File: src/rtl/adcdc_pkg.sv
// Package with register map, field layouts and codes of the diagnostic and chop control bank.
package adcdc_pkg;
   // ***************************************************************
   // Register offsets and reset values
   // ***************************************************************
   localparam logic [6:0] ADDR_DIAG_RX = 7'h56;
   localparam logic [6:0] ADDR_DIAG_SEL = 7'h57;
   localparam logic [6:0] ADDR_MOD_DELAY = 7'h58;
   localparam logic [6:0] ADDR_CHOP = 7'h59;
   localparam logic [7:0] RST_DIAG_RX = 8'h00;
   localparam logic [7:0] RST_DIAG_SEL = 8'h00;
   localparam logic [7:0] RST_MOD_DELAY = 8'h02;
   localparam logic [7:0] RST_CHOP = 8'h0a;
   // ***************************************************************
   // Writable bit masks; all other bits read as zero
   // ***************************************************************
   localparam logic [7:0] MASK_DIAG_RX = 8'h33;
   localparam logic [7:0] MASK_DIAG_SEL = 8'h77;
   localparam logic [7:0] MASK_MOD_DELAY = 8'h0f;
   localparam logic [7:0] MASK_CHOP = 8'h0f;
   // ***************************************************************
   // Field positions
   // ***************************************************************
   localparam int RX_CH0_BIT = 0;
   localparam int RX_CH1_BIT = 1;
   localparam int RX_CH2_BIT = 4;
   localparam int RX_CH3_BIT = 5;
   localparam int SEL_A_LSB = 0;
   localparam int SEL_B_LSB = 4;
   localparam int DEL_EN_LSB = 2;
   localparam int CHOP_A_LSB = 2;
   localparam int CHOP_B_LSB = 0;
   // ***************************************************************
   // Diagnostic voltage codes
   // ***************************************************************
   localparam logic [2:0] DIAG_OFF = 3'h0;
   localparam logic [2:0] DIAG_POS_FS = 3'h3;
   localparam logic [2:0] DIAG_NEG_FS = 3'h4;
   localparam logic [2:0] DIAG_ZERO = 3'h5;
   // Decoded diagnostic drive of one channel.
   typedef struct packed {
      logic pos_fs;
      logic neg_fs;
      logic zero;
   } adcdc_diag_s;
   // Register port request.
   typedef struct packed {
      logic wr;
      logic [6:0] addr;
      logic [7:0] wdata;
   } adcdc_req_s;
endpackage : adcdc_pkg

File: src/rtl/adcdc_regs.sv
// Diagnostic, modulator delay and chopping control register bank.
`timescale 1ns/1ps
module adcdc_regs (
   input wire logic clk_i,
   input wire logic rst_i,
   input wire adcdc_pkg::adcdc_req_s req_i,
   output logic [7:0] rdata_o,
   input wire logic [3:0] chan_group_b_i,
   output adcdc_pkg::adcdc_diag_s [3:0] chan_diag_o,
   output logic [3:0] chan_delayed_clock_o,
   output logic [1:0] group_a_chop_rate_o,
   output logic [1:0] group_b_chop_rate_o
);
   // ***************************************************************
   // Register state
   // ***************************************************************
   logic [7:0] diag_receive_enable, next_diag_receive_enable;
   logic [7:0] diag_voltage_select, next_diag_voltage_select;
   logic [7:0] modulator_clock_delay, next_modulator_clock_delay;
   logic [7:0] chopping_rate, next_chopping_rate;
   logic [7:0] next_rdata;
   logic [3:0] rx;
   logic [2:0] group_a_diag_voltage;
   logic [2:0] group_b_diag_voltage;
   logic [1:0] delayed_modulator_clock_enable;

   // Decodes a three-bit selector into a drive; unlisted codes stay off.
   function automatic adcdc_pkg::adcdc_diag_s decode_sel(
      input logic [2:0] sel
   );
      adcdc_pkg::adcdc_diag_s d;
      d = '0;
      case (sel)
         adcdc_pkg::DIAG_POS_FS: d.pos_fs = 1'b1;
         adcdc_pkg::DIAG_NEG_FS: d.neg_fs = 1'b1;
         adcdc_pkg::DIAG_ZERO: d.zero = 1'b1;
         default: d = '0;
      endcase
      return d;
   endfunction : decode_sel

   // Write decode with masks and read mux.
   always_comb begin
      next_diag_receive_enable = diag_receive_enable;
      next_diag_voltage_select = diag_voltage_select;
      next_modulator_clock_delay = modulator_clock_delay;
      next_chopping_rate = chopping_rate;
      next_rdata = 8'h00;
      if (req_i.wr) begin
         case (req_i.addr)
            adcdc_pkg::ADDR_DIAG_RX: next_diag_receive_enable =
               req_i.wdata & adcdc_pkg::MASK_DIAG_RX;
            adcdc_pkg::ADDR_DIAG_SEL: next_diag_voltage_select =
               req_i.wdata & adcdc_pkg::MASK_DIAG_SEL;
            adcdc_pkg::ADDR_MOD_DELAY: next_modulator_clock_delay =
               req_i.wdata & adcdc_pkg::MASK_MOD_DELAY;
            adcdc_pkg::ADDR_CHOP: next_chopping_rate =
               req_i.wdata & adcdc_pkg::MASK_CHOP;
            default: next_rdata = 8'h00;
         endcase
      end
      case (req_i.addr)
         adcdc_pkg::ADDR_DIAG_RX: next_rdata = diag_receive_enable;
         adcdc_pkg::ADDR_DIAG_SEL: next_rdata = diag_voltage_select;
         adcdc_pkg::ADDR_MOD_DELAY: next_rdata = modulator_clock_delay;
         adcdc_pkg::ADDR_CHOP: next_rdata = chopping_rate;
         default: next_rdata = 8'h00;
      endcase
   end

   // Registers with their reset values.
   always_ff @(posedge clk_i) begin
      if (rst_i) begin
         diag_receive_enable <= adcdc_pkg::RST_DIAG_RX;
         diag_voltage_select <= adcdc_pkg::RST_DIAG_SEL;
         modulator_clock_delay <= adcdc_pkg::RST_MOD_DELAY;
         chopping_rate <= adcdc_pkg::RST_CHOP;
         rdata_o <= 8'h00;
      end else begin
         diag_receive_enable <= next_diag_receive_enable;
         diag_voltage_select <= next_diag_voltage_select;
         modulator_clock_delay <= next_modulator_clock_delay;
         chopping_rate <= next_chopping_rate;
         rdata_o <= next_rdata;
      end
   end

   // ***************************************************************
   // Field extraction and channel steering
   // ***************************************************************
   assign rx = {diag_receive_enable[adcdc_pkg::RX_CH3_BIT],
                diag_receive_enable[adcdc_pkg::RX_CH2_BIT],
                diag_receive_enable[adcdc_pkg::RX_CH1_BIT],
                diag_receive_enable[adcdc_pkg::RX_CH0_BIT]};
   assign group_a_diag_voltage =
      diag_voltage_select[adcdc_pkg::SEL_A_LSB +: 3];
   assign group_b_diag_voltage =
      diag_voltage_select[adcdc_pkg::SEL_B_LSB +: 3];
   assign delayed_modulator_clock_enable =
      modulator_clock_delay[adcdc_pkg::DEL_EN_LSB +: 2];
   assign group_a_chop_rate_o = chopping_rate[adcdc_pkg::CHOP_A_LSB +: 2];
   assign group_b_chop_rate_o = chopping_rate[adcdc_pkg::CHOP_B_LSB +: 2];
   // Delayed clock: bit 0 for channels 0 and 1, bit 1 for 2 and 3.
   assign chan_delayed_clock_o = {{2{delayed_modulator_clock_enable[1]}},
      {2{delayed_modulator_clock_enable[0]}}};

   // Each receiving channel takes the voltage of its own group.
   always_comb begin
      for (int c = 0; c < 4; c++) begin
         chan_diag_o[c] = '0;
         if (rx[c]) begin
            chan_diag_o[c] = chan_group_b_i[c] ?
               decode_sel(group_b_diag_voltage) :
               decode_sel(group_a_diag_voltage);
         end
      end
   end

   // ***************************************************************
   // Assertions
   // ***************************************************************
   // A reset cycle leaves every register and the read data at reset value.
   a_reset_values: assert property (
      @(posedge clk_i) rst_i |=>
      diag_receive_enable == 8'h00 && diag_voltage_select == 8'h00 &&
      modulator_clock_delay == 8'h02 && chopping_rate == 8'h0a &&
      rdata_o == 8'h00)
      else $error("reset value wrong");

   // A receive enable write reads back, masked, two edges later.
   a_rx_reads_back: assert property (
      @(posedge clk_i) disable iff (rst_i)
      req_i.wr && req_i.addr == adcdc_pkg::ADDR_DIAG_RX ##1
      req_i.addr == adcdc_pkg::ADDR_DIAG_RX && !req_i.wr |=>
      rdata_o == ($past(req_i.wdata, 2) & 8'h33))
      else $error("receive enable readback wrong");

   // Each mapped address returns its register one edge after it is seen.
   a_sel_read: assert property (
      @(posedge clk_i) disable iff (rst_i)
      req_i.addr == adcdc_pkg::ADDR_DIAG_SEL |=>
      rdata_o == $past(diag_voltage_select))
      else $error("select register readback wrong");
   a_delay_read: assert property (
      @(posedge clk_i) disable iff (rst_i)
      req_i.addr == adcdc_pkg::ADDR_MOD_DELAY |=>
      rdata_o == $past(modulator_clock_delay))
      else $error("delay register readback wrong");
   a_chop_read: assert property (
      @(posedge clk_i) disable iff (rst_i)
      req_i.addr == adcdc_pkg::ADDR_CHOP |=>
      rdata_o == $past(chopping_rate))
      else $error("chop register readback wrong");

   // Unmapped addresses read as zero and never disturb a register.
   a_unmapped_read: assert property (
      @(posedge clk_i) disable iff (rst_i)
      req_i.addr < adcdc_pkg::ADDR_DIAG_RX ||
      req_i.addr > adcdc_pkg::ADDR_CHOP |=> rdata_o == 8'h00)
      else $error("unmapped address read not zero");
   a_unmapped_write: assert property (
      @(posedge clk_i) disable iff (rst_i)
      req_i.wr && (req_i.addr < adcdc_pkg::ADDR_DIAG_RX ||
      req_i.addr > adcdc_pkg::ADDR_CHOP) |=>
      $stable(diag_receive_enable) && $stable(diag_voltage_select) &&
      $stable(modulator_clock_delay) && $stable(chopping_rate))
      else $error("unmapped write changed a register");

   // Bits without a field are never stored.
   a_rx_masked: assert property (
      @(posedge clk_i) disable iff (rst_i)
      (diag_receive_enable & 8'hcc) == 8'h00)
      else $error("reserved receive bit set");
   a_sel_masked: assert property (
      @(posedge clk_i) disable iff (rst_i)
      diag_voltage_select[7] == 1'b0 && diag_voltage_select[3] == 1'b0)
      else $error("reserved select bit set");
   a_chop_masked: assert property (
      @(posedge clk_i) disable iff (rst_i)
      chopping_rate[7:4] == 4'h0 && modulator_clock_delay[7:4] == 4'h0)
      else $error("reserved chop or delay bit set");

   // A channel that does not receive is never driven.
   a_no_rx_no_diag: assert property (
      @(posedge clk_i) disable iff (rst_i)
      (rx[0] || chan_diag_o[0] == 3'h0) &&
      (rx[1] || chan_diag_o[1] == 3'h0) &&
      (rx[2] || chan_diag_o[2] == 3'h0) &&
      (rx[3] || chan_diag_o[3] == 3'h0))
      else $error("diagnostic without receive");

   // At most one diagnostic voltage reaches a channel at a time.
   a_drive_onehot: assert property (
      @(posedge clk_i) disable iff (rst_i)
      $onehot0(chan_diag_o[0]) && $onehot0(chan_diag_o[1]) &&
      $onehot0(chan_diag_o[2]) && $onehot0(chan_diag_o[3]))
      else $error("more than one diagnostic drive");

   // Group selectors reach the channels of their own group.
   a_group_a_off: assert property (
      @(posedge clk_i) disable iff (rst_i)
      !chan_group_b_i[1] && group_a_diag_voltage == 3'h0 |->
      chan_diag_o[1] == 3'h0)
      else $error("group a off still drives");
   a_group_b_pos: assert property (
      @(posedge clk_i) disable iff (rst_i)
      rx[3] && chan_group_b_i[3] && group_b_diag_voltage == 3'h3 |->
      chan_diag_o[3].pos_fs && !chan_diag_o[3].zero)
      else $error("group b positive drive wrong");
   a_group_b_neg: assert property (
      @(posedge clk_i) disable iff (rst_i)
      rx[2] && chan_group_b_i[2] && group_b_diag_voltage == 3'h4 |->
      chan_diag_o[2] == 3'h2)
      else $error("group b negative drive wrong");
   a_group_a_zero: assert property (
      @(posedge clk_i) disable iff (rst_i)
      rx[0] && !chan_group_b_i[0] && group_a_diag_voltage == 3'h5 |->
      chan_diag_o[0].zero && !chan_diag_o[0].neg_fs)
      else $error("group a zero drive wrong");

   // Delayed clock enable bit 3 serves channels 2 and 3, bit 2 the others.
   a_delay_ch23: assert property (
      @(posedge clk_i) disable iff (rst_i)
      chan_delayed_clock_o[3:2] == {2{modulator_clock_delay[3]}})
      else $error("delayed clock mapping wrong");
   a_delay_ch01: assert property (
      @(posedge clk_i) disable iff (rst_i)
      chan_delayed_clock_o[1:0] == {2{modulator_clock_delay[2]}})
      else $error("delayed clock mapping wrong");

   // A chop write shows on both group outputs at the next edge.
   a_chop_write: assert property (
      @(posedge clk_i) disable iff (rst_i)
      req_i.wr && req_i.addr == adcdc_pkg::ADDR_CHOP |=>
      group_a_chop_rate_o == $past(req_i.wdata[3:2]) &&
      group_b_chop_rate_o == $past(req_i.wdata[1:0]))
      else $error("chop rate write lost");
endmodule : adcdc_regs

File: config.mk
export PLATFORM = sky130hd
export DESIGN_NAME = adcdc_regs
export DESIGN_NICKNAME = d
export VERILOG_FILES = /design/src/rtl/adcdc_pkg.sv /design/src/rtl/adcdc_regs.sv
export SDC_FILE = /design/constraint.sdc
export NUM_CORES = 1
export LEC_CHECK = 0
export BUFFER_PORTS_ARGS = -buffer_cell sky130_fd_sc_hd__buf_2
export CORE_MARGIN = 10
export CORE_UTILIZATION = 44
export DETAILED_ROUTE_END_ITERATION = 10
export GPL_ROUTABILITY_DRIVEN = 1
export PLACE_DENSITY_LB_ADDON = 0.3
export SETUP_SLACK_MARGIN = 0.02
export SYNTH_ARGS = -nofsm -noshare
export SYNTH_HDL_FRONTEND = slang
export SYNTH_SLANG_ARGS = --single-unit
File: constraint.sdc
create_clock -name clk_i -period 1.3 [get_ports clk_i]
set_input_delay 0.26 -clock clk_i [delete_from_list [all_inputs] [get_ports clk_i]]
set_output_delay 0.26 -clock clk_i [all_outputs]
set_load 0.05 [all_outputs]
Yosys cells after proc, flatten, opt, wreduce, memory -nomap -nowiden
Index checks and enable logic that the tools add are counted.

operators by class
  equal/unequal tests = 10
  mux-type cells = 15
  reductions and logical operators = 4

operator list
  kind                                            number
  == test 7 bit (second input constant)           4
  case mux 7 bit (4 select lines)                 1
  2-to-1 mux 3 bit                                8
  == test 3 bit (second input constant)           4
  AND reduction 2 bit                             4
  == test 3 x 2 -> 1 bit (second input constant)  2
  2-to-1 mux 1 bit                                6

storage, ports and cells
  register bits after elaboration = 26
  output and inout port bits = 28

Logic depth before layout (Yosys ltp)
Gate-level depths: netlist of run 1.

  depth in word-level cells = 4
  gate-level depth with buffers = 5
  mapped depth without buffers = 3

Worst setup path before layout of run 1
No wires, ideal clock.

  path type = register -> output
  start = register diag_voltage_select[6]
  end = output chan_diag_o[10] (netlist name)
  arrival time = 1502 ps
  slack = -462 ps
  cell stages (with the launch flop) = 4
  cell sequence = dfxtp_1 nor3b_1 mux2i_1 nor2b_1

RTL lines
  what                      line              RTL
  start: declaration        adcdc_regs.sv:18  logic [7:0] diag_voltage_select, next_diag_voltage_select;
  start signal: assignment  adcdc_regs.sv:75  diag_voltage_select <= adcdc_pkg::RST_DIAG_SEL;
  start signal: assignment  adcdc_regs.sv:81  diag_voltage_select <= next_diag_voltage_select;
  end: declaration          adcdc_regs.sv:9   output adcdc_pkg::adcdc_diag_s [3:0] chan_diag_o,

==> key figures, run 1 <==
Setup path
  – Crit path arrival time: 1.46 ns
  – Largest stage delay, worst path: 0.37 ns
  – CP Cell Sequence: nor3b_4, mux2i_2, nor2b_4, buf_8
  – Worst path slowest cell: dfxtp_2
  – Crit path required time: 1.04 ns
  – Crit Path Class: reg2out
  – Critical-path maximum fanout: 4
  – Critical Path End Type: output pin
  – Critical Path Start Type: register

Finish
  – Commonest non-fill, non-tap cells in the layout: buf_2, buf_4, mux2i_1, dfxtp_1, a21oi_1
  – Synth-to-layout area growth: 44.14%
  – Fillers: 282
  – Finished Layout Cells: 259
  – Layout cell share with drive strength beyond 1: 49.30%
  – Register area: 508.0 sq um
  – Multi-input logic area: 922.1 sq um
  – Most common cell after layout, fill and taps aside: buf_2
  – Core Util, Final: 66.50%
  – Nets: 238
  – Antenna Diode Count: 0

Pwr
  – Leakage Power: 0.8578 nW
  – Max VDD drop: 0.7009 mV
  – Total power: 0.001303 W
  – Pwr/cell area: 636.4 mW/mm^2

Clock tree
  – Clock buffer depth: 2
  – TritonCTS clock tree: yes
  – CTS Sinks: 25
  – Root Driver: clkbuf_4
  – Post-CTS Hold Buffers: 0
  – Reg clk slew, reported paths: 0.14 ns
  – Total CTS buffers: 3
  – H-tree depth: 1
  – Clock Latency Late Sink: 0.32 ns
  – Post-CTS setup buffers: 0

GRT
  – Total GRT Usage: 12.61%
  – Total grt overflow: 0
  – Vias in the first global route: 1443
  – First-pass GRT wire length: 6.389 mm
  – Largest net degree at the start of global routing: 18
  – Initial antenna violation count: 0

Route
  – WL final: 3.897 mm
  – Antenna Nets Post-Route: 0
  – First-pass iteration count of the detailed router: 5
  – Via-to-Cell Ratio: 5.436
  – Vias: 1408
  – First DRT Iteration DRCs: 44
  – DR WL/cell: 15.05 um
  – Drt drc: 0

STA
  – Final WS setup: -0.4238 ns
  – Hold Violations, Final: 0
  – Unrepaired setup endpoints after global routing: yes
  – F_max: 0.5801 GHz
  – Setup violators final: 12
  – Period Utilization, post-route: 132.6%
  – Clock Skews: 0.009995 ns
  – Post-layout min period: 1.724 ns
  – Max Slew Vio Count: 0

Job
  – Max cap viols: 0

Yosys
  – Area leader, netlist: dfxtp_1
  – Syn Inst Count: 157
  – Post-Syn Area: 0.001420 sq mm
  – Post-synthesis sequential area ratio: 35.24%
  – Syn nets: 179
  – Number of distinct library cells after synthesis: 29
  – YS warnings: 0
  – Synth top area share: 35.24%
  – Synth area leaders: dfxtp_1, mux2i_1, nand4_1, a21oi_1, and2_1
  – Syn Area/Cell: 9.045 sq um
  – Synth Register Bits: 25

Floorplanning
  – FP Rows: 20
  – Die area: 0.005900 sq mm
  – IO Pins: 50
  – CORE AREA: 0.003078 sq mm
  – DIE HEIGHT: 76.81 um
  – Initial Util: 46.14%
  – Die Span X: 76.81 um

Outcome
  – Failing checks: negative setup slack
  – Status: finished, violations left

Placed design
  – Dpl cells: 255
  – Gpl congestion: 0.8352
  – DP Wirelength: 3.111 mm
  – Port bufs: 47

Min path
  – Hold crit path type: in2reg
-- power breakdown --
part | switching (W) | internal, W | total, W
Sequential | 0.00000137 | 0.000768 | 0.000769
Clock | 0.000235 | 0.000117 | 0.000352
Combinational | 0.0000963 | 0.0000855 | 0.000182
-- metrics by stage --
stage               hold slack, ns  setup slack, ns  instance area, sq um  TNS [ns]
global placement            0.4582          -0.1394                  1869    -1.531
global route                0.1902          -0.5150                  2047    -5.699
finish                      0.1955          -0.4238                  2047    -4.680
floorplan                   0.4123          0.01546                  1485         0
detailed placement          0.4802          -0.1709                  1869    -2.239
CTS                         0.1854          -0.4150                  1987    -4.565
-- flip-flops by register name, indices dropped and copies added, names as in the netlist --
signal and cells:
modulator_clock_delay 4, chopping_rate 4, diag_receive_enable 4, diag_voltage_select 6, rdata_o 7
-- worst max-delay path: cells and delay by family, from the launching register on --
family	cells	cell delay, ns
buffers and inverters	1	0.15
flip-flops	1	0.37
multiplexers	1	0.15
AND/OR/NAND/NOR	2	0.48
-- area by class of cell --
| class | instances | share of cell area [%] |
|---|---|---|
| Clock inverter | 1 | 0.3667 |
| Timing Repair Buffer | 70 | 25.98 |
| Sequential cell | 25 | 24.82 |
| Clock buffer | 3 | 1.100 |
| Multi-Input combinational cell | 116 | 45.05 |
| Tap cell | 44 | 2.689 |
-- metal layers --
layer | up-vias | GRT usage (%) | part of all wire (%) | wire, um
met2 | 50 | 22.51 | 53 | 2063
met1 | 679 | 13.58 | 40 | 1571
met5 | - | 0 | 0 | 0
met3 | 4 | 3.846 | 5.9 | 230
met4 | 0 | 4.647 | 0.77 | 30
li1 | 675 | - | - | -
-- cell usage after synthesis --
| master | number |
|---|---|
| dfxtp_1 | 25 |
| mux2i_1 | 23 |
| a21oi_1 | 12 |
| nand4_1 | 11 |
| and2_1 | 9 |
| o21ai_0 | 9 |
| nand2b_1 | 8 |
| buf_2 | 5 |
| buf_4 | 5 |
| clkbuf_1 | 5 |
| mux2_2 | 5 |
| nor2_1 | 5 |
| nand3_1 | 4 |
| nand3b_1 | 4 |
| nor2b_1 | 4 |
| nor3_1 | 4 |
| nor3b_1 | 4 |
| nand2_1 | 3 |
| and3b_1 | 2 |
| a32oi_1 | 1 |
| buf_1 | 1 |
| conb_1 | 1 |
| nand4b_1 | 1 |
| nand4b_2 | 1 |
| nand4bb_1 | 1 |
| nor2b_2 | 1 |
| nor4b_4 | 1 |
| o21ai_1 | 1 |
| or4b_1 | 1 |
-- cell families after synthesis --
kind of cell    synth area share (%)
compound gates                 8.370
buf+inv                        5.991
flops                          35.24
mux                            20.18
other cells                   0.2641
simple gates                   29.96
-- worst paths after layout --
| kind | from | endpoint | slack (ns) | cells after the start |
|---|---|---|---|---|
| min reg2reg | modulator_clock_delay[0]$_SDFFE_PP0P_ | modulator_clock_delay[0]$_SDFFE_PP0P_ | 0.50 | 2 |
| max | diag_voltage_select[1]$_SDFFE_PP0P_ | chan_diag_o[4] | -0.42 | 4 |
| min | req_i[5] | diag_voltage_select[5]$_SDFFE_PP0P_ | 0.20 | 3 |
| max reg2reg | diag_voltage_select[0]$_SDFFE_PP0P_ | rdata_o[0]$_SDFF_PP0_ | 0.28 | 4 |
-- what timing repair did --
action,CTS,global route
pin swaps,0,2
resized for setup,30,20
setup endpoints to repair,12,19
endpoints found under the hold margin,0,0
No activity file was read; power rests on OpenSTA's default activity.
==> run 2, diff against run 1 <==
SETUP_SLACK_MARGIN = default   (was 0.02)
==> run 2 against run 1 <==
Critical path depth is the same. Total power is essentially flat. Largest power group unchanged. Sequential cell count is the same. Worst setup slack gained 0.00094 ns. Via count grew 0.28%. Worst hold slack is essentially flat. Sequential power is essentially flat. The run still ends with negative setup slack left. Clock skew shrank 0.0012 ns. Largest cell class unchanged. Final area shrank 0.49%. Register-to-register slack is essentially flat.
==> key figures, run 2 (synthesis gave the netlist of run 1 again) <==
Clock tree
  – Clock buffer depth: 2 (unchanged)
  – CTS Sinks: 25 (unchanged)
  – Clock Latency Late Sink: 0.32 ns (about the same)
  – Reg clk slew, reported paths: 0.14 ns (about the same)
  – Total CTS buffers: 3 (unchanged)
  – TritonCTS clock tree: yes
  – H-tree depth: 1 (unchanged)
  – Root Driver: clkbuf_4

Route
  – WL final: 3.891 mm (-0.15%)
  – Drt drc: 0 (unchanged)
  – Via-to-Cell Ratio: 5.452 (+0.28%)
  – First DRT Iteration DRCs: 44 (unchanged)
  – DR WL/cell: 15.02 um (-0.15%)
  – First-pass iteration count of the detailed router: 4 (-1)
  – Antenna Nets Post-Route: 0 (unchanged)
  – Vias: 1412 (+0.28%)

Setup path
  – Critical Path Start Type: register
  – Worst r2r dst: rdata_o[0]$_SDFF_PP0_
  – Crit Path Class: reg2out
  – CP Cell Sequence: nor3b_4, mux2i_2, nor2b_4, buf_8
  – Worst R2R Path Depth: 4 (unchanged)
  – Origin of the critical flop-to-flop path: diag_voltage_select[0]$_SDFFE_PP0P_
  – Crit path buffers/inverters: 1 (unchanged)
  – R2R setup slack: 0.28 ns (about the same)
  – Crit path required time: 1.04 ns (about the same)
  – Critical Path Stages: 4 (unchanged)
  – Worst path slowest cell: dfxtp_2
  – Launch point of the worst path: diag_voltage_select[1]$_SDFFE_PP0P_
  – End of the critical path: chan_diag_o[4]
  – Critical-path maximum fanout: 4 (unchanged)
  – Crit path arrival time: 1.46 ns (about the same)
  – Critical Path End Type: output pin
  – CP delay by family, top: simple AND/OR/NAND/NOR gates
  – Largest stage delay, worst path: 0.37 ns (about the same)

Pwr
  – Max VDD drop: 0.7022 mV (+0.17%)
  – Pwr/cell area: 639.9 mW/mm^2 (+0.56%)
  – Leakage Power: 0.8546 nW (-0.38%)

Placed design
  – Dpl cells: 255 (unchanged)
  – DP Wirelength: 3.111 mm (unchanged)
  – Place WS: -0.1709 ns (unchanged)
  – Port bufs: 47 (unchanged)
  – Gpl congestion: 0.8352 (unchanged)

STA
  – Setup violators final: 12 (unchanged)
  – Clock Skews: 0.008801 ns (-0.001194 ns)
  – Aggregate negative setup slack: -4.674 ns (+0.005820 ns)
  – Post-layout min period: 1.723 ns (-0.0009410 ns)
  – Final WS setup: -0.4228 ns (+0.0009410 ns)
  – Max Slew Vio Count: 0 (unchanged)
  – Hold Violations, Final: 0 (unchanged)
  – F_max: 0.5804 GHz (about the same)
  – Unrepaired setup endpoints after global routing: yes
  – Period Utilization, post-route: 132.5% (about the same)

GRT
  – First-pass GRT wire length: 6.389 mm (unchanged)
  – GR peak layer: met2
  – Initial antenna violation count: 0 (unchanged)
  – Met1 Resource Use GR: 13.58% (unchanged)
  – Total GRT Usage: 12.61% (unchanged)
  – Largest net degree at the start of global routing: 18 (unchanged)
  – Vias in the first global route: 1443 (unchanged)
  – GR Util met3: 3.846% (unchanged)
  – Total grt overflow: 0 (unchanged)
  – Grt met2 use: 22.51% (unchanged)

Job
  – Max cap viols: 0 (unchanged)

Floorplanning
  – DIE HEIGHT: 76.81 um (unchanged)
  – Die area: 0.005900 sq mm (unchanged)
  – FP Rows: 20 (unchanged)
  – Initial Util: 46.14% (unchanged)
  – CORE AREA: 0.003078 sq mm (unchanged)
  – Die Span X: 76.81 um (unchanged)
  – IO Pins: 50 (unchanged)

Finish
  – Top Registers: rdata_o x7, diag_voltage_select x6
  – Max reg flops: 7 (unchanged)
  – Layout cell share with drive strength beyond 1: 49.30% (unchanged)
  – Fillers: 283 (+0.35%)
  – Commonest non-fill, non-tap cells in the layout: buf_2, buf_4, mux2i_1, dfxtp_1, a21oi_1
  – Multi-input logic area: 922.1 sq um (unchanged)
  – Nets: 238 (unchanged)
  – Register with the most flip-flops: rdata_o
  – Most common cell after layout, fill and taps aside: buf_2
  – Antenna Diode Count: 0 (unchanged)
  – Finished Layout Cells: 259 (unchanged)
  – Register area: 508.0 sq um (unchanged)
  – Synth-to-layout area growth: 43.44%

Min path
  – Min-delay src: req_i[5]
  – Hold crit path type: in2reg

Outcome
  – Status: finished, violations left
  – Failing checks: negative setup slack
[run 2: cell count changes in the layout (fill, tap and decap cells not counted)]
| cell | before | now |
|---|---|---|
| buf_4 | 23 | 22 |
| clkbuf_4 | 9 | 6 |
| buf_2 | 28 | 32 |
[run 2: area by class of cell]
class,instances,share of cell area [%]
Tap cell,44,2.703
Timing Repair Buffer,70,25.61
Multi-Input combinational cell,116,45.27
Clock inverter,1,0.3686
Clock buffer,3,1.106
Sequential cell,25,24.94
[run 2: worst min-delay path by stage]
stage	slack (ns)	cells after the start	to
2_1_floorplan	0.41	2	modulator_clock_delay[3]$_SDFFE_PP0P_
3_3_place_gp	0.46	2	modulator_clock_delay[0]$_SDFFE_PP0P_
3_5_place_dp	0.48	2	modulator_clock_delay[0]$_SDFFE_PP0P_
4_1_cts	0.19	3	diag_voltage_select[5]$_SDFFE_PP0P_
5_1_grt	0.19	3	diag_voltage_select[1]$_SDFFE_PP0P_
6_report	0.20	3	diag_voltage_select[5]$_SDFFE_PP0P_
[run 2: worst reg2reg max path, delay by kind of cell (launching register included)]
kind | cells | cell delay [ns]
buffers and inverters | 1 | 0.14
AO/OA/AOI/OAI | 1 | 0.07
AND/OR/NAND/NOR | 1 | 0.08
multiplexers | 1 | 0.26
flip-flops | 1 | 0.37
[run 2: through the flow]
| stage | hold WS (ns) | util (%) | total power [W] | area, sq um |
|---|---|---|---|---|
| 2_1_floorplan | 0.4123 | - | 0.0008691 | 1485 |
| 3_3_place_gp | 0.4582 | 60.73 | 0.0009580 | 1869 |
| 3_5_place_dp | 0.4802 | 60.73 | 0.0009640 | 1869 |
| 4_1_cts | 0.1854 | 64.55 | 0.001306 | 1987 |
| 5_1_grt | 0.1902 | 66.18 | 0.001363 | 2037 |
| 6_report | 0.1960 | 66.18 | 0.001304 | 2037 |
[run 2: repair_timing]
| item | 4_1_cts | 5_1_grt |
|---|---|---|
| endpoints found under the setup margin | 12 | 14 |
| resized for setup | 30 | 15 |
| endpoints found under the hold margin | 0 | 0 |
| setup buffers | 0 | 0 |
| hold buffers | 0 | 0 |
| pin swaps | 0 | 2 |
[run 2: report_power, final]
group | total (W) | internal, W | switching (W)
registers | 0.000769 | 0.000768 | 0.00000135
clock network | 0.000353 | 0.000117 | 0.000235
logic | 0.000182 | 0.0000854 | 0.0000964
[run 2: per-layer routing]
metal / wire length [um] / part of all wire (%)
met1: 1567 / 40
met2: 2056 / 53
met3: 237 / 6.1
met4: 30 / 0.77
met5: 0 / 0
==> run 3, diff against run 2 <==
CORE_UTILIZATION = 46   (was 44)
CTS_BUF_LIST = sky130_fd_sc_hd__clkbuf_8   (was default)
==> run 3 against run 2 <==
The flow still finishes with violations (negative setup slack). Global-route usage rose by 1.6 points. Clock power rose by 32%. Register-to-register slack got worse by 0.02 ns.
==> key figures, run 3 (synthesis gave the netlist of run 1 again) <==
GRT
  – Total GRT Usage: 14.22% (+1.6 points)
  – Largest net degree at the start of global routing: 27 (+9)
  – Initial antenna violation count: 0 (unchanged)
  – First-pass GRT wire length: 6.486 mm (+1.5%)
  – Total grt overflow: 0 (unchanged)
  – Vias in the first global route: 1435 (-0.55%)

STA
  – Final WS setup: -0.3531 ns (+0.06972 ns)
  – Hold Violations, Final: 0 (unchanged)
  – Post-layout min period: 1.653 ns (-0.06972 ns)
  – F_max: 0.6049 GHz (+4.2%)
  – Setup violators final: 12 (unchanged)
  – Aggregate negative setup slack: -3.894 ns (+0.7794 ns)
  – Clock Skews: 0.004492 ns (-0.004309 ns)
  – Unrepaired setup endpoints after global routing: yes
  – Period Utilization, post-route: 127.2% (-5.4 points)
  – Max Slew Vio Count: 0 (unchanged)

Route
  – First DRT Iteration DRCs: 49 (+11%)
  – WL final: 3.952 mm (+1.6%)
  – Antenna Nets Post-Route: 0 (unchanged)
  – DR WL/cell: 15.94 um (+6.1%)
  – Via-to-Cell Ratio: 5.544 (+1.7%)
  – Vias: 1375 (-2.6%)
  – First-pass iteration count of the detailed router: 4 (unchanged)
  – Drt drc: 0 (unchanged)

Pwr
  – Net Sw Frac: 24.66% (-0.90 points)
  – Max VDD drop: 0.6283 mV (-11%)
  – Pwr/cell area: 691.4 mW/mm^2 (+8.0%)
  – Leakage Power: 0.8710 nW (+1.9%)
  – Part of the power in registers: 54.0% (-5.0 points)
  – Total power: 0.001423 W (+9.2%)
  – P_sw: 0.0003509 W (+5.3%)
  – Internal power: 0.001072 W (+10%)
  – Combinational power share: 13.2% (-0.7 points)
  – Clock Power Share: 32.8% (+5.7 points)

Finish
  – Commonest non-fill, non-tap cells in the layout: buf_2, buf_4, mux2i_1, dfxtp_1, a21oi_1
  – Nets: 238 (unchanged)
  – Antenna Diode Count: 0 (unchanged)
  – Most common cell after layout, fill and taps aside: buf_2
  – Max reg flops: 7 (unchanged)
  – Synth-to-layout area growth: 44.93%
  – Multi-input logic area: 925.9 sq um (+0.41%)
  – Register area: 508.0 sq um (unchanged)
  – Layout cell share with drive strength beyond 1: 49.30% (unchanged)
  – Finished Layout Cells: 248 (-4.2%)
  – Register with the most flip-flops: rdata_o
  – Fillers: 246 (-13%)
  – Final Cell Area: 0.002058 sq mm (+1.0%)
  – Top Registers: rdata_o x7, diag_voltage_select x6

Floorplanning
  – FP Rows: 20 (unchanged)
  – Die area: 0.005709 sq mm (-3.2%)
  – IO Pins: 50 (unchanged)
  – Initial Util: 47.29% (+1.2 points)
  – CORE AREA: 0.003003 sq mm (-2.4%)
  – Die Span X: 75.56 um (-1.6%)
  – DIE HEIGHT: 75.56 um (-1.6%)

Setup path
  – R2R setup slack: 0.26 ns (-0.02 ns)
  – Crit path arrival time: 1.39 ns (-0.07 ns)
  – Worst R2R Path Depth: 4 (unchanged)
  – Crit path required time: 1.04 ns (about the same)
  – Launch point of the worst path: diag_voltage_select[5]$_SDFFE_PP0P_
  – Critical Path Start Type: register
  – Critical-path maximum fanout: 4 (unchanged)
  – Critical Path End Type: output pin
  – Crit Path Class: reg2out
  – Origin of the critical flop-to-flop path: diag_voltage_select[0]$_SDFFE_PP0P_

Clock tree
  – TritonCTS clock tree: yes
  – H-tree depth: 1 (unchanged)
  – Total CTS buffers: 3 (unchanged)
  – CTS Sinks: 25 (unchanged)
  – Root Driver: clkbuf_8
  – Clock Latency Late Sink: 0.27 ns (-0.05 ns)
  – Post-CTS setup buffers: 0 (unchanged)
  – Clock buffer depth: 2 (unchanged)
  – Reg clk slew, reported paths: 0.09 ns (-0.05 ns)

Min path
  – Hold crit path type: in2reg
  – Min-delay src: req_i[6]
  – Hold path depth: 3 (unchanged)

Placed design
  – DP Wirelength: 3.144 mm (+1.1%)
  – Dpl cell area: 0.001868 sq mm (about the same)
  – Port bufs: 47 (unchanged)
  – Dpl cells: 244 (-4.3%)
  – Gpl congestion: 0.8843 (+5.9%)

Outcome
  – Failing checks: negative setup slack
  – Status: finished, violations left

Job
  – Max cap viols: 0 (unchanged)
==> run 3: cell types whose count changed in the layout (fill, tap and decap cells not counted), sizes merged <==
cell / before / now
buf: 67 / 70
clkbuf: 6 / 3
==> run 3: worst paths after layout <==
check / to
min: diag_voltage_select[6]$_SDFFE_PP0P_
max reg2reg: rdata_o[0]$_SDFF_PP0_
max: chan_diag_o[7]
min reg2reg: modulator_clock_delay[0]$_SDFFE_PP0P_
==> run 3: power by group through the flow <==
stage	clock, W	sequential (W)	combinational, W
floorplan	0	0.000788	0.0000816
global placement	0	0.000786	0.000179
detailed placement	0	0.000786	0.000184
CTS	0.000473	0.000768	0.000187
global route	0.000509	0.000768	0.000201
finish	0.000467	0.000768	0.000188
==> run 3: timing repair <==
item,in CTS,in global routing
resized for setup,30,17
hold buffers,0,0
setup endpoints to repair,12,12
pin swaps,2,0
cloned,0,0
==> run 3: layer usage <==
layer,share of wire (%),global-route usage [%]
met1,40,15.67
met2,53,26.91
met3,6.5,2.995
met4,0.28,3.299
met5,0,0
==> run 3: layout make-up <==
type / instances / share of cell area (%)
multi-input combinational: 116 / 44.98
timing repair buffer: 70 / 25.96
sequential: 25 / 24.68
clock buffer: 3 / 2.006
clock inverter: 1 / 0.3647
tap: 33 / 2.006
==> run 3: per-stage QoR <==
step | hold slack (ns) | utilization [%] | setup slack, ns
CTS | 0.2346 | 66.75 | -0.3618
global route | 0.2614 | 68.54 | -0.4321
detailed placement | 0.4742 | 62.21 | -0.1869
finish | 0.2419 | 68.54 | -0.3531
floorplan | 0.4123 | - | 0.01546
global placement | 0.4594 | 62.21 | -0.1315
==> run 3: worst max-delay path: stages (launching register included) <==
cell and delay (ns):
dfxtp_2 0.36, nor3b_4 0.32, mux2i_2 0.15, nor2b_4 0.14, buf_6 0.16
